**config.mk**
```make
export PLATFORM = sky130hd
export DESIGN_NAME = issu_unit
export DESIGN_NICKNAME = d
export VERILOG_FILES = /design/src/issu_pkg.sv /design/src/issu_unit.sv /design/src/issu_shift.sv /design/src/issu_sub.sv
export SDC_FILE = /design/constraint.sdc
export NUM_CORES = 1
export LEC_CHECK = 0
export ABC_AREA = 1
export ABC_CLOCK_PERIOD_IN_PS = 1300
export BUFFER_PORTS_ARGS = -buffer_cell sky130_fd_sc_hd__buf_2
export CORE_ASPECT_RATIO = 1.25
export CORE_UTILIZATION = 25
export CTS_BUF_LIST = sky130_fd_sc_hd__clkbuf_4 sky130_fd_sc_hd__clkbuf_8
export CTS_CLUSTER_DIAMETER = 120
export CTS_CLUSTER_SIZE = 28
export DETAILED_ROUTE_END_ITERATION = 10
export PLACE_DENSITY_LB_ADDON = 0.05
export REMOVE_ABC_BUFFERS = 1
export SETUP_SLACK_MARGIN = 0.02
export SYNTH_ARGS = -nofsm -noshare
export SYNTH_HDL_FRONTEND = slang
export SYNTH_SLANG_ARGS = --single-unit
```
**constraint.sdc**
```tcl
create_clock -name clk -period 1.3 [get_ports clk]
set_clock_uncertainty 0.2 [all_clocks]
set_input_delay 0.13 -clock clk [delete_from_list [all_inputs] [get_ports clk]]
set_output_delay 0.13 -clock clk [all_outputs]
set_load 0.01 [all_outputs]
```
**src/issu_pkg.sv**
```systemverilog
/*
  Constants, field layout and operation codes for the integer
  shift/subtract lane. Assumes a 32-bit instruction word in the
  usual six-field register format.
*/
package issu_pkg;

  // ==========================================================
  // Data widths
  localparam int unsigned WORD_W = 32;
  localparam int unsigned REG_W = 5;
  localparam int unsigned FN_W = 6;
  localparam int unsigned SIGN_BIT = 31;

  // ==========================================================
  // Instruction field positions (low bit of each field)
  localparam int unsigned OPC_LSB = 26;
  localparam int unsigned SRC_LSB = 21;
  localparam int unsigned SND_LSB = 16;
  localparam int unsigned DST_LSB = 11;
  localparam int unsigned AMT_LSB = 6;
  localparam int unsigned FN_LSB = 0;
  localparam int unsigned ROT_BIT = 21;
  localparam int unsigned VROT_BIT = 6;

  // ==========================================================
  // Encodings
  localparam logic [5:0] OPC_FUNC_GRP = 6'h00;
  localparam logic [5:0] FN_SHL_IMM = 6'h00;
  localparam logic [5:0] FN_LSR_IMM = 6'h02;
  localparam logic [5:0] FN_ASR_IMM = 6'h03;
  localparam logic [5:0] FN_LSR_VAR = 6'h06;
  localparam logic [5:0] FN_ASR_VAR = 6'h07;
  localparam logic [5:0] FN_SUB = 6'h22;
  localparam logic [5:0] FN_WRAP_SUB = 6'h23;
  localparam logic [4:0] ZERO5 = 5'h00;
  localparam logic [3:0] ZERO4 = 4'h0;
  localparam logic [31:0] BRK_WORD = 32'h00000040;

  // ==========================================================
  // Reset values of the result stage
  localparam logic [31:0] RES_RST = 32'h00000000;
  localparam logic [4:0] DST_RST = 5'h00;

  // ==========================================================
  // Decoded operation
  typedef enum logic [3:0] {
    OP_FOREIGN = 4'h0,
    OP_ASR_IMM = 4'h1,
    OP_ASR_VAR = 4'h2,
    OP_LSR_IMM = 4'h3,
    OP_LSR_VAR = 4'h4,
    OP_SUB = 4'h5,
    OP_WRAP_SUB = 4'h6,
    OP_BRK = 4'h7
  } issu_op_t;

endpackage : issu_pkg

```
**src/issu_unit.sv**
```systemverilog
/*
  Integer shift/subtract execute lane with the issue-group
  break check for a two-wide front end. Assumes operands arrive
  with the slot 0 instruction and the register file writes on
  wr_en_q. One clock, asynchronous active-low reset.
*/
`timescale 1ns/100ps
module issu_unit
  import issu_pkg::*;
#(
  parameter bit MULTI_ISSUE = 1'b1
) (
  // Clock and reset
  input wire logic clk,
  input wire logic rst_b,
  // Issue group from decode
  input wire logic slot0_valid,
  input wire logic [WORD_W-1:0] slot0_instr,
  input wire logic slot1_valid,
  input wire logic [WORD_W-1:0] slot1_instr,
  input wire logic lane_ready,
  output logic slot0_take,
  output logic slot1_take,
  // Operands for slot 0
  input wire logic [WORD_W-1:0] src_val,
  input wire logic [WORD_W-1:0] snd_val,
  // Result towards the register file
  output logic [WORD_W-1:0] result_q,
  output logic [REG_W-1:0] dst_q,
  output logic wr_en_q,
  // Completion and exceptions
  output logic done_q,
  output logic int_ovf_q,
  output logic foreign_q
);

  // ==========================================================
  // Decoding
  function automatic logic is_brk(input logic [WORD_W-1:0] ins);
    is_brk = (ins == BRK_WORD);
  endfunction : is_brk

  function automatic issu_op_t decode(input logic [WORD_W-1:0] ins);
    logic [5:0] opc;
    logic [5:0] fn;
    logic [4:0] src;
    logic [4:0] amt;
    opc = ins[OPC_LSB +: 6];
    fn = ins[FN_LSB +: FN_W];
    src = ins[SRC_LSB +: REG_W];
    amt = ins[AMT_LSB +: REG_W];
    decode = OP_FOREIGN;
    if (opc == OPC_FUNC_GRP) begin
      unique case (fn)
        FN_ASR_IMM: begin
          if (src == ZERO5) decode = OP_ASR_IMM;
        end
        FN_ASR_VAR: begin
          if (amt == ZERO5) decode = OP_ASR_VAR;
        end
        FN_LSR_IMM: begin
          if (src[4:1] == ZERO4 && !ins[ROT_BIT]) decode = OP_LSR_IMM;
        end
        FN_LSR_VAR: begin
          if (amt[4:1] == ZERO4 && !ins[VROT_BIT]) decode = OP_LSR_VAR;
        end
        FN_SUB: begin
          if (amt == ZERO5) decode = OP_SUB;
        end
        FN_WRAP_SUB: begin
          if (amt == ZERO5) decode = OP_WRAP_SUB;
        end
        FN_SHL_IMM: begin
          if (is_brk(ins)) decode = OP_BRK;
        end
        default: decode = OP_FOREIGN;
      endcase
    end
  endfunction : decode

  issu_op_t op0;
  logic brk0;
  logic brk1;

  assign op0 = decode(slot0_instr);
  assign brk0 = is_brk(slot0_instr);
  assign brk1 = is_brk(slot1_instr);

  // ==========================================================
  // Issue group formation
  // Slot 0 never waits on the no-op check, so it costs no cycle.
  assign slot0_take = slot0_valid & lane_ready;

  // A no-op in either slot stops pairing: before it, or after it.
  assign slot1_take = MULTI_ISSUE & slot0_take & slot1_valid
    & !brk0 & !brk1;

  // ==========================================================
  // Datapath
  logic sh_arith;
  logic sh_var;
  logic [REG_W-1:0] sh_amt;
  logic [WORD_W-1:0] sh_res;
  logic [WORD_W-1:0] sub_diff;
  logic sub_ovf;

  assign sh_arith = (op0 == OP_ASR_IMM) || (op0 == OP_ASR_VAR);
  assign sh_var = (op0 == OP_ASR_VAR) || (op0 == OP_LSR_VAR);
  // Upper bits of the count register are deliberately dropped.
  assign sh_amt = sh_var ? src_val[REG_W-1:0]
    : slot0_instr[AMT_LSB +: REG_W];

  issu_shift #(
    .W(WORD_W),
    .AW(REG_W)
  ) u_shift (
    .value(snd_val),
    .amount(sh_amt),
    .arith(sh_arith),
    .result(sh_res)
  );

  issu_sub #(
    .W(WORD_W)
  ) u_sub (
    .minuend(src_val),
    .subtrahend(snd_val),
    .diff(sub_diff),
    .ovf(sub_ovf)
  );

  // ==========================================================
  // Next-state of the result stage
  logic [WORD_W-1:0] result_d;
  logic [REG_W-1:0] dst_d;
  logic wr_en_d;
  logic ovf_d;

  always_comb begin
    result_d = RES_RST;
    dst_d = slot0_instr[DST_LSB +: REG_W];
    wr_en_d = 1'b0;
    ovf_d = 1'b0;
    unique case (op0)
      OP_ASR_IMM, OP_ASR_VAR, OP_LSR_IMM, OP_LSR_VAR: begin
        result_d = sh_res;
        wr_en_d = 1'b1;
      end
      OP_SUB: begin
        result_d = sub_diff;
        // Faulting subtract must not touch the destination.
        wr_en_d = !sub_ovf;
        ovf_d = sub_ovf;
      end
      OP_WRAP_SUB: begin
        result_d = sub_diff;
        wr_en_d = 1'b1;
      end
      OP_BRK: begin
        dst_d = DST_RST;
      end
      OP_FOREIGN: begin
        dst_d = DST_RST;
      end
    endcase
  end

  // ==========================================================
  // Result stage
  always_ff @(posedge clk or negedge rst_b) begin
    if (!rst_b) begin
      result_q <= RES_RST;
      dst_q <= DST_RST;
    end else if (slot0_take) begin
      result_q <= result_d;
      dst_q <= dst_d;
    end
  end

  // Flag and write gate leave from one edge together.
  always_ff @(posedge clk or negedge rst_b) begin
    if (!rst_b) begin
      wr_en_q <= 1'b0;
      int_ovf_q <= 1'b0;
    end else begin
      wr_en_q <= slot0_take & wr_en_d;
      int_ovf_q <= slot0_take & ovf_d;
    end
  end

  always_ff @(posedge clk or negedge rst_b) begin
    if (!rst_b) begin
      done_q <= 1'b0;
      foreign_q <= 1'b0;
    end else begin
      done_q <= slot0_take && (op0 != OP_FOREIGN);
      foreign_q <= slot0_take && (op0 == OP_FOREIGN);
    end
  end

  // ==========================================================
  // Checks
  logic [WORD_W-1:0] exp_asr_imm;
  logic [WORD_W-1:0] exp_asr_var;
  logic [WORD_W-1:0] exp_lsr_imm;
  logic [WORD_W-1:0] exp_lsr_var;
  logic [WORD_W-1:0] exp_diff;
  logic exp_ovf;
  logic [32:0] exp_wide;

  assign exp_asr_imm = WORD_W'($signed(snd_val) >>> slot0_instr[10:6]);
  assign exp_asr_var = WORD_W'($signed(snd_val) >>> src_val[4:0]);
  assign exp_lsr_imm = snd_val >> slot0_instr[10:6];
  assign exp_lsr_var = snd_val >> src_val[4:0];
  assign exp_wide = {src_val[31], src_val} - {snd_val[31], snd_val};
  assign exp_diff = exp_wide[31:0];
  assign exp_ovf = exp_wide[32] != exp_wide[31];

  a_asr_sign_fill: assert property (
    @(posedge clk) disable iff (!rst_b)
    slot0_take && op0 == OP_ASR_IMM |=> wr_en_q && result_q == $past(exp_asr_imm)
  ) else $error("immediate arithmetic shift result wrong");

  a_asr_low_count: assert property (
    @(posedge clk) disable iff (!rst_b)
    slot0_take && op0 == OP_ASR_VAR |=> wr_en_q && result_q == $past(exp_asr_var)
  ) else $error("variable arithmetic shift result wrong");

  a_lsr_zero_fill: assert property (
    @(posedge clk) disable iff (!rst_b)
    slot0_take && op0 == OP_LSR_IMM |=> wr_en_q && result_q == $past(exp_lsr_imm)
  ) else $error("immediate logical shift result wrong");

  a_lsrv_zero_fill: assert property (
    @(posedge clk) disable iff (!rst_b)
    slot0_take && op0 == OP_LSR_VAR |=> wr_en_q && result_q == $past(exp_lsr_var)
  ) else $error("variable logical shift result wrong");

  a_asrv_decode: assert property (
    @(posedge clk) disable iff (!rst_b)
    slot0_take && slot0_instr[31:26] == 6'h00 && slot0_instr[5:0] == 6'h07
      && slot0_instr[10:6] != 5'h00 |=> foreign_q && !wr_en_q
  ) else $error("malformed variable shift was accepted");

  a_lsr_decode: assert property (
    @(posedge clk) disable iff (!rst_b)
    slot0_take && slot0_instr[31:26] == 6'h00 && slot0_instr[5:0] == 6'h02
      && slot0_instr[25:21] != 5'h00 |=> foreign_q && !wr_en_q
  ) else $error("malformed logical shift was accepted");

  a_asr_decode: assert property (
    @(posedge clk) disable iff (!rst_b)
    slot0_take && slot0_instr[31:26] == 6'h00 && slot0_instr[5:0] == 6'h03
      |-> (op0 == OP_ASR_IMM) == (slot0_instr[25:21] == 5'h00)
  ) else $error("arithmetic shift decode wrong");

  a_brk_no_pair: assert property (
    @(posedge clk) disable iff (!rst_b)
    slot1_valid && slot1_instr == 32'h00000040 |-> !slot1_take
  ) else $error("issue-break no-op paired with earlier instruction");

  a_brk_alone: assert property (
    @(posedge clk) disable iff (!rst_b)
    slot0_take && slot0_instr == 32'h00000040 |-> !slot1_take
      ##1 done_q && !wr_en_q && !int_ovf_q
  ) else $error("issue-break no-op did not issue alone");

  a_no_extra_wait: assert property (
    @(posedge clk) disable iff (!rst_b)
    slot0_valid && lane_ready |-> slot0_take
  ) else $error("issue held back without cause");

  a_single_issue: assert property (
    @(posedge clk) disable iff (!rst_b)
    !MULTI_ISSUE |-> !slot1_take
  ) else $error("second slot used on single-issue core");

  a_sub_trap: assert property (
    @(posedge clk) disable iff (!rst_b)
    slot0_take && op0 == OP_SUB |=>
      (int_ovf_q == $past(exp_ovf)) && (wr_en_q != int_ovf_q)
      && (wr_en_q -> result_q == $past(exp_diff))
  ) else $error("trapping subtract result or trap wrong");

  a_sub_decode: assert property (
    @(posedge clk) disable iff (!rst_b)
    slot0_take && slot0_instr[31:26] == 6'h00 && slot0_instr[5:0] == 6'h22
      && slot0_instr[10:6] != 5'h00 |=> foreign_q && !int_ovf_q
  ) else $error("malformed trapping subtract accepted");

  a_wrap_sub: assert property (
    @(posedge clk) disable iff (!rst_b)
    slot0_take && op0 == OP_WRAP_SUB |=>
      wr_en_q && !int_ovf_q && result_q == $past(exp_diff)
  ) else $error("wrapping subtract result or trap wrong");

  a_ovf_gates_write: assert property (
    @(posedge clk) disable iff (!rst_b)
    int_ovf_q |-> !wr_en_q && done_q
  ) else $error("overflow flag and write gate out of step");

  a_ovf_cause: assert property (
    @(posedge clk) disable iff (!rst_b)
    int_ovf_q |-> $past(op0) == OP_SUB && $past(exp_ovf)
  ) else $error("overflow raised without a cause");

  a_brk_decode: assert property (
    @(posedge clk) disable iff (!rst_b)
    (op0 == OP_BRK) == (slot0_instr == 32'h00000040)
  ) else $error("issue-break no-op decode wrong");

endmodule : issu_unit

```
**src/issu_shift.sv**
```systemverilog
/*
  Right shifter, logical or arithmetic, built as a log-depth
  barrel. Assumes the shift amount is already limited to 5 bits.
*/
`timescale 1ns/100ps
module issu_shift
  import issu_pkg::*;
#(
  parameter int unsigned W = WORD_W,
  parameter int unsigned AW = REG_W
) (
  // Operand and control
  input wire logic [W-1:0] value,
  input wire logic [AW-1:0] amount,
  input wire logic arith,
  // Result
  output logic [W-1:0] result
);

  logic fill;
  logic [W-1:0] stage [AW+1];

  assign fill = arith & value[W-1];
  assign stage[0] = value;

  // ==========================================================
  // One stage per amount bit
  for (genvar i = 0; i < AW; i++) begin : g_stage
    localparam int unsigned SH = 1 << i;
    assign stage[i+1] = amount[i]
      ? {{SH{fill}}, stage[i][W-1:SH]}
      : stage[i];
  end

  assign result = stage[AW];

endmodule : issu_shift

```
**src/issu_sub.sv**
```systemverilog
/*
  Word subtractor with signed overflow detection by a one-bit
  sign extension. Assumes two's complement operands.
*/
`timescale 1ns/100ps
module issu_sub
  import issu_pkg::*;
#(
  parameter int unsigned W = WORD_W
) (
  // Operands
  input wire logic [W-1:0] minuend,
  input wire logic [W-1:0] subtrahend,
  // Result
  output logic [W-1:0] diff,
  output logic ovf
);

  logic [W:0] wide;

  // ==========================================================
  // Extended difference; top two bits disagree on overflow
  assign wide = {minuend[W-1], minuend} - {subtrahend[W-1], subtrahend};
  assign diff = wide[W-1:0];
  assign ovf = wide[W] ^ wide[W-1];

endmodule : issu_sub

```
After elaboration in Yosys (flattened, before gate mapping)
Cells that the tools add are included.
{ "word_totals": {"out_inout_bits": 43, "ff_bits": 41, "inputBits": 133, "word_cells": 72} }
{ "op_classes": {"mux": 19, "reduce_logical": 23, "add_sub_neg": 1, "eq_ne": 15, "bitwise": 8} }
{ "ops": {"columns": ["op", "n"], "rows": [
  ["2-to-1 mux 32 bit", 5],
  ["== test 32 x 7 -> 1 bit, second input constant", 2],
  ["case mux 32 bit (2 select lines)", 1],
  ["subtractor 32 x 32 -> 33 bit", 1],
  ["case mux 4 bit (7 select lines)", 1],
  ["== test 4 x 3 -> 1 bit, second input constant", 4],
  ["== test 6 x 2 -> 1 bit, second input constant", 2],
  ["== test 6 x 3 -> 1 bit, second input constant", 2],
  ["== test 6 bit, second input constant", 2],
  ["logical NOT 4 bit", 3],
  ["logical NOT 6 bit", 2],
  ["2-to-1 mux 3 bit", 4],
  ["logical NOT 5 bit", 2],
  ["2-to-1 mux 5 bit", 2],
  ["== test 4 x 2 -> 1 bit, second input constant", 2],
  ["bitwise AND 1 bit", 7],
  ["logical NOT 1 bit", 5],
  ["OR reduction 5 bit", 1],
  ["== test 4 x 1 -> 1 bit, second input constant", 1],
  ["logical AND 1 bit", 4],
  ["2-to-1 mux 2 bit", 2],
  ["2-to-1 mux 4 bit", 1],
  ["nonzero test 4 bit", 1],
  ["OR reduction 2 bit", 2],
  ["other kinds (5)", 7]
]} }

Logic depth before layout (Yosys ltp)
{ "logic_depth": {"depth_word": 14, "depth_mapped": 23, "ltp_nobuf": 22} }

By module
From an unflattened synthesis, not the netlist that was laid out.
{ "hier_totals": {"cells_unflattened": 1289, "hier_area_um2": 7029.2} }
{ "modules_own_cells": {"columns": ["mod", "area_each_um2", "instances", "seq_area_each_um2", "cells_each"], "rows": [
  ["issu_unit", 2946.6, 1, 1026.0, 456],
  ["issu_sub", 2399.8, 1, 0.0, 461],
  ["issu_shift", 1682.9, 1, 0.0, 372]
]} }

Worst setup path before layout
Ideal clock, no wire load.
{ "synth_path": {"path_type": "in2reg", "start": "input src_val[0]", "end": "register result_q[24]", "required_ns": 0.978, "setup_slack_ns": -1.327, "setup_time_ns": 0.122, "t_arrival_ns": 2.305, "cell_stages": 17, "n_path_buf": 0, "path_cell_list": "inv_1 ha_1 inv_1 fa_1 nand3_1 nand2_1 nand2_1 nand3_1 a21oi_1 o21ai_0 nand2_1 nand2_1 a21oi_1 o21ai_0 or2_2 a21oi_1 a21oi_1"} }
{ "synth_between": {"elab_chain_cells": 7, "elab_cells_between_ends": 8, "cone_classes": "1 x add/sub; 7 x mux"} }
{ "synth_lines": {"columns": ["element", "line_no", "text"], "rows": [
  ["start: declaration", "issu_unit.sv:25", "input wire logic [WORD_W-1:0] src_val,"],
  ["parallel branches: the longest is 6 deep, another holds subtractor 32 x 32 -> 33 bit", null, null],
  ["case mux 32 bit (2 select lines) (*)", "issu_unit.sv:144", "unique case (op0)"],
  ["end signal: assignment", "issu_unit.sv:175", "result_q <= result_d;"],
  ["end: declaration", "issu_unit.sv:28", "output logic [WORD_W-1:0] result_q,"]
]} }
Every way passes the cells marked *.
A chain may end at the register's enable or synchronous reset.

Final worst setup path
{ "layout_path": {"start": "input slot0_instr[2]", "end": "register result_q[7]"} }
{ "layout_between": {"elab_chain_cells": 13, "elab_cells_between_ends": 29, "cone_classes": "13 x eq/ne; 10 x mux; 1 x bitwise; 5 x reduce/logical"} }
{ "layout_lines": {"columns": ["element", "line_no", "text"], "rows": [
  ["start: declaration", "issu_unit.sv:18", "input wire logic [WORD_W-1:0] slot0_instr,"],
  ["== test 32 x 7 -> 1 bit", "issu_unit.sv:40", "is_brk = (ins == BRK_WORD);"],
  ["2-to-1 mux 3 bit", "issu_unit.sv:74", "if (is_brk(ins)) decode = OP_BRK;"],
  ["case mux 4 bit (7 select lines) (*)", "issu_unit.sv:54", "unique case (fn)"],
  ["2-to-1 mux 4 bit (*)", "issu_unit.sv:53", "if (opc == OPC_FUNC_GRP) begin"],
  ["== test 4 x 2 -> 1 bit, or another cell as far along", "issu_unit.sv:107, issu_unit.sv:108, issu_unit.sv:144", null],
  ["logical OR 1 bit, on equally long branches", "issu_unit.sv:108, issu_unit.sv:107", null],
  ["2-to-1 mux 5 bit / bitwise AND 1 bit (equally long branches)", "issu_unit.sv:110, issu_shift.sv:23", null],
  ["2-to-1 mux 32 bit (5 in series)", "issu_shift.sv:31", "? {{SH{fill}}, stage[i][W-1:SH]}"],
  ["case mux 32 bit (2 select lines) (*)", "issu_unit.sv:144", null]
]} }
Mark *: on every way between the ends. The rest lies on a longest branch, timed or not.

==> results.cfg <==
[pwr]
p_clk_share_pct = 16.4
p_total_w = 0.00663
sw_frac_of_total_pct = 43.1
irDropWorstVdd_mv = 0.444
standby_leakage_power_nw = 5.91
seqPwrFrac_pct = 22.2
cell_internal_pwr_w = 0.00377
switching_power_w = 0.00286
comb_power_share_pct = 61.4
powerDensity_nw_per_um2 = 566

[cells_and_area]
design_area_um2 = 11700
syn_to_final_growth_pct = 85.6
num-nets-final = 1702
filler_cell_count = 2678
antenna_cells = 0
layout_cells_sized_above_1_pct = 52.1
postLayoutCoreUtil_pct = 47.5

[die]
starting_density_of_the_core_pct = 25.6
die_w_um = 144
ports = 176
placeableCoreArea_um2 = 24700
rows = 64
die_h_um = 180
die_area_um2 = 25900

[cts]
cts-root-buf = clkbuf_8
htree_num_levels = 2
clock_tree.buffer_depth = 2
number_of_clock_sinks = 41
clk-insertion-delay-late_ps = 320
tritoncts = yes
clkTransAtPathRegs_ps = 110
cts_made_buffers = 5

[route]
detailed_route_via_count = 9188
drt_wl_total_mm = 31.7
drt_iter0_drc = 473
router_iterations_before_antenna_repair = 6
average_detailed_routed_wire_length_per_instance_um = 17.0
drc = 0
drtAntennaViolNets = 0
post_drt_via_cell_ratio = 4.92

[global_routing]
grt_antenna_before_repair = 0
wire_length_of_the_first_global_routing_pass_mm = 47.3
grt_max_degree = 43
grt_remaining_overflow = 0
first_global_vias = 8979
gr-usage-all-layers_pct = 23.8

[place]
dpl-instance-area_um2 = 9440
post-dp-hpwl_mm = 24.4
gpl.final_weighted_congestion = 0.902
io_buffer_count = 175

[flow_run]
cap_viol_max_count = 0

[critical_path]
critPathKind = primary input to register
crit_path_dat_ps = 2580
critical_path.n_buffers_inverters = 4
worst_setup_path_end_kind = register
critPathMaxFanout = 10
cpLargestDelayFamily = simple AND/OR/NAND/NOR gates
crit_top_cell = nand3_2
timing.critical_path.required_ps = 1360
cells_along_the_critical_path = buf_2 -> nor2_4 -> buf_6 -> nand3_1 -> nand2_2 -> nor2_2 -> a21boi_4 -> nand4_4 -> nand2_4 -> nand2_8 -> buf_12 -> clkbuf_16 -> nand3_1 -> nand3_2 -> nand3_2 -> nand3_1 -> nand3_2 -> nand3_2 -> a21oi_2
critical_path.max_stage_delay_ps = 240
crit_path_start_kind = primary input
slowest_stage = a21boi_4

[synth]
yosys.cell_count.top_type = nand3_1
post-synth-top-area-fraction_pct = 23.1
asyncSetResetFlopFracSynth_pct = 100
synthesis.area_per_instance_um2 = 5.70
dominantRegCellSynth = dfrtp_1
netlist_area_um2 = 6310
post_synth_main_area_contributors = nand3_1 23%, dfrtp_1 16%, nand2_1 14%
ys.warnings.count = 0
synth_edf_count = 0
yosys_register_bits = 41
synth_common_cells = 291 x nand3_1, 228 x nand2_1, 128 x inv_1
synth_top_area_cell = nand3_1
ys_seq_area_share_pct = 16.3
syn-instance-count = 1108
synth_cell_types = 44

[timing]
timing.final.setup_violations = 42
fin_tns_setup_ps = -43460
grt_setup_unrepaired = true
timing.final.crit_period_ps = 2520
finalWorstSetupSlack_ps = -1220
highest_achievable_clock_rate_mhz = 397
finalHoldViolations = 0
slew_headroom_pct = 64.9
fin_crit_sh_pct = 194
final_number_of_max_transition_violations = 0
tightest_slew_ps = 527

[hold_path]
worst_hold_path_type = primary input to register

[status]
run_status = finished, violations left
violated_checks = negative setup slack
## registers in the layout (all words and copies together) (netlist names)
signal     flops
result_q      32
dst_q          5
done_q         1
foreign_q      1
int_ovf_q      1
wr_en_q        1
## logic make-up (layout without fill, tap and decap cells)
kind of cell             Yosys count  in the layout  synth area share (%)
AO/OA/AOI/OAI                    164            164                  14.7
flip-flops                        41             41                  16.3
AND/OR/NAND/NOR                  669            669                  48.1
XOR/XNOR                          15             15                  2.08
buffers and inverters            186            615                  12.2
adder cells (fa/ha/maj)           33             33                  6.66
## metal layers
layer	GRT usage [%]	vias to the layer above	routed length, um
met5	0	-	0
met4	6.60	0	938
met3	2.64	54	1410
met2	44.1	254	16500
met1	28.3	4292	12900
li1	-	4588	-
## cell usage in the layout, fill, tap and decap left out, types with 9 or more instances in the layout
cell and instances:
nand2_2 50, nor2_2 10, buf_2 167, inv_1 108, o21ai_0 22, dfrtp_1 41
a21oi_1 59, a21oi_2 35, or2_2 9, nand3_4 9, nand2_1 170, nor2_1 92
inv_2 29, nand3_1 157, nand3_2 127, buf_6 19, nand2_4 9, ha_1 13
ha_4 18, xor2_1 9, buf_12 17, buf_4 248
## worst register-to-register path, cell delays in order (launching register included)
cell and delay [ps]:
dfrtp_1 430, nor2_1 150, a21oi_2 40
## through the flow
stage / hold slack (ps) / setup slack (ps) / std cells
after CTS: 77.3 / -1180 / 1852
after floorplan: -366 / -1940 / 1062
after detailed placement: -62.4 / -1910 / 1821
after global routing: 137 / -1330 / 1867
after global placement: -63.0 / -1870 / 1821
final: 99.5 / -1220 / 1867
## layout make-up
class	instances	area [um^2]	area share, %
Multi-Input combinational cell	881	6080	51.9
Timing Repair Buffer	467	3560	30.4
Sequential cell	41	1030	8.76
Inverter	140	533	4.55
Tap cell	330	413	3.52
Clock buffer	7	96.3	0.822
Clock inverter	1	5.00	0.0427
## power groups by stage
stage	sequential, W	combinational (W)	clock (W)
after detailed placement	0.00150	0.00322	0
after floorplan	0.00153	0.00146	0
after global routing	0.00149	0.00443	0.00117
after global placement	0.00150	0.00323	0
final	0.00147	0.00407	0.00109
after CTS	0.00147	0.00366	0.00111
## what timing repair did
action                     in CTS  in global routing
hold buffers                    6                  0
resized for setup             171                207
buffers inserted               12                 12
pin swaps                      43                 82
hold endpoints to repair       46                  0
cloned                          5                  3
setup endpoints to repair      43                 44
## path summary, 6_finish.rpt
| path | slack [ps] | from | cells past startpoint | to |
|---|---|---|---|---|
| min reg2reg | 320 | dst_q[1] | 1 | dst_q[1] |
| max | -1220 | slot0_instr[2] | 19 | result_q[7] |
| min in group asynchronous | 110 | rst_b | 3 | result_q[19] |
| min | 100 | snd_val[0] | 5 | result_q[0] |
| max reg2reg | 380 | result_q[12] | 2 | result_q[12] |
| max in group asynchronous | 540 | rst_b | 3 | result_q[25] |
No activity file was read; power rests on OpenSTA's default activity.
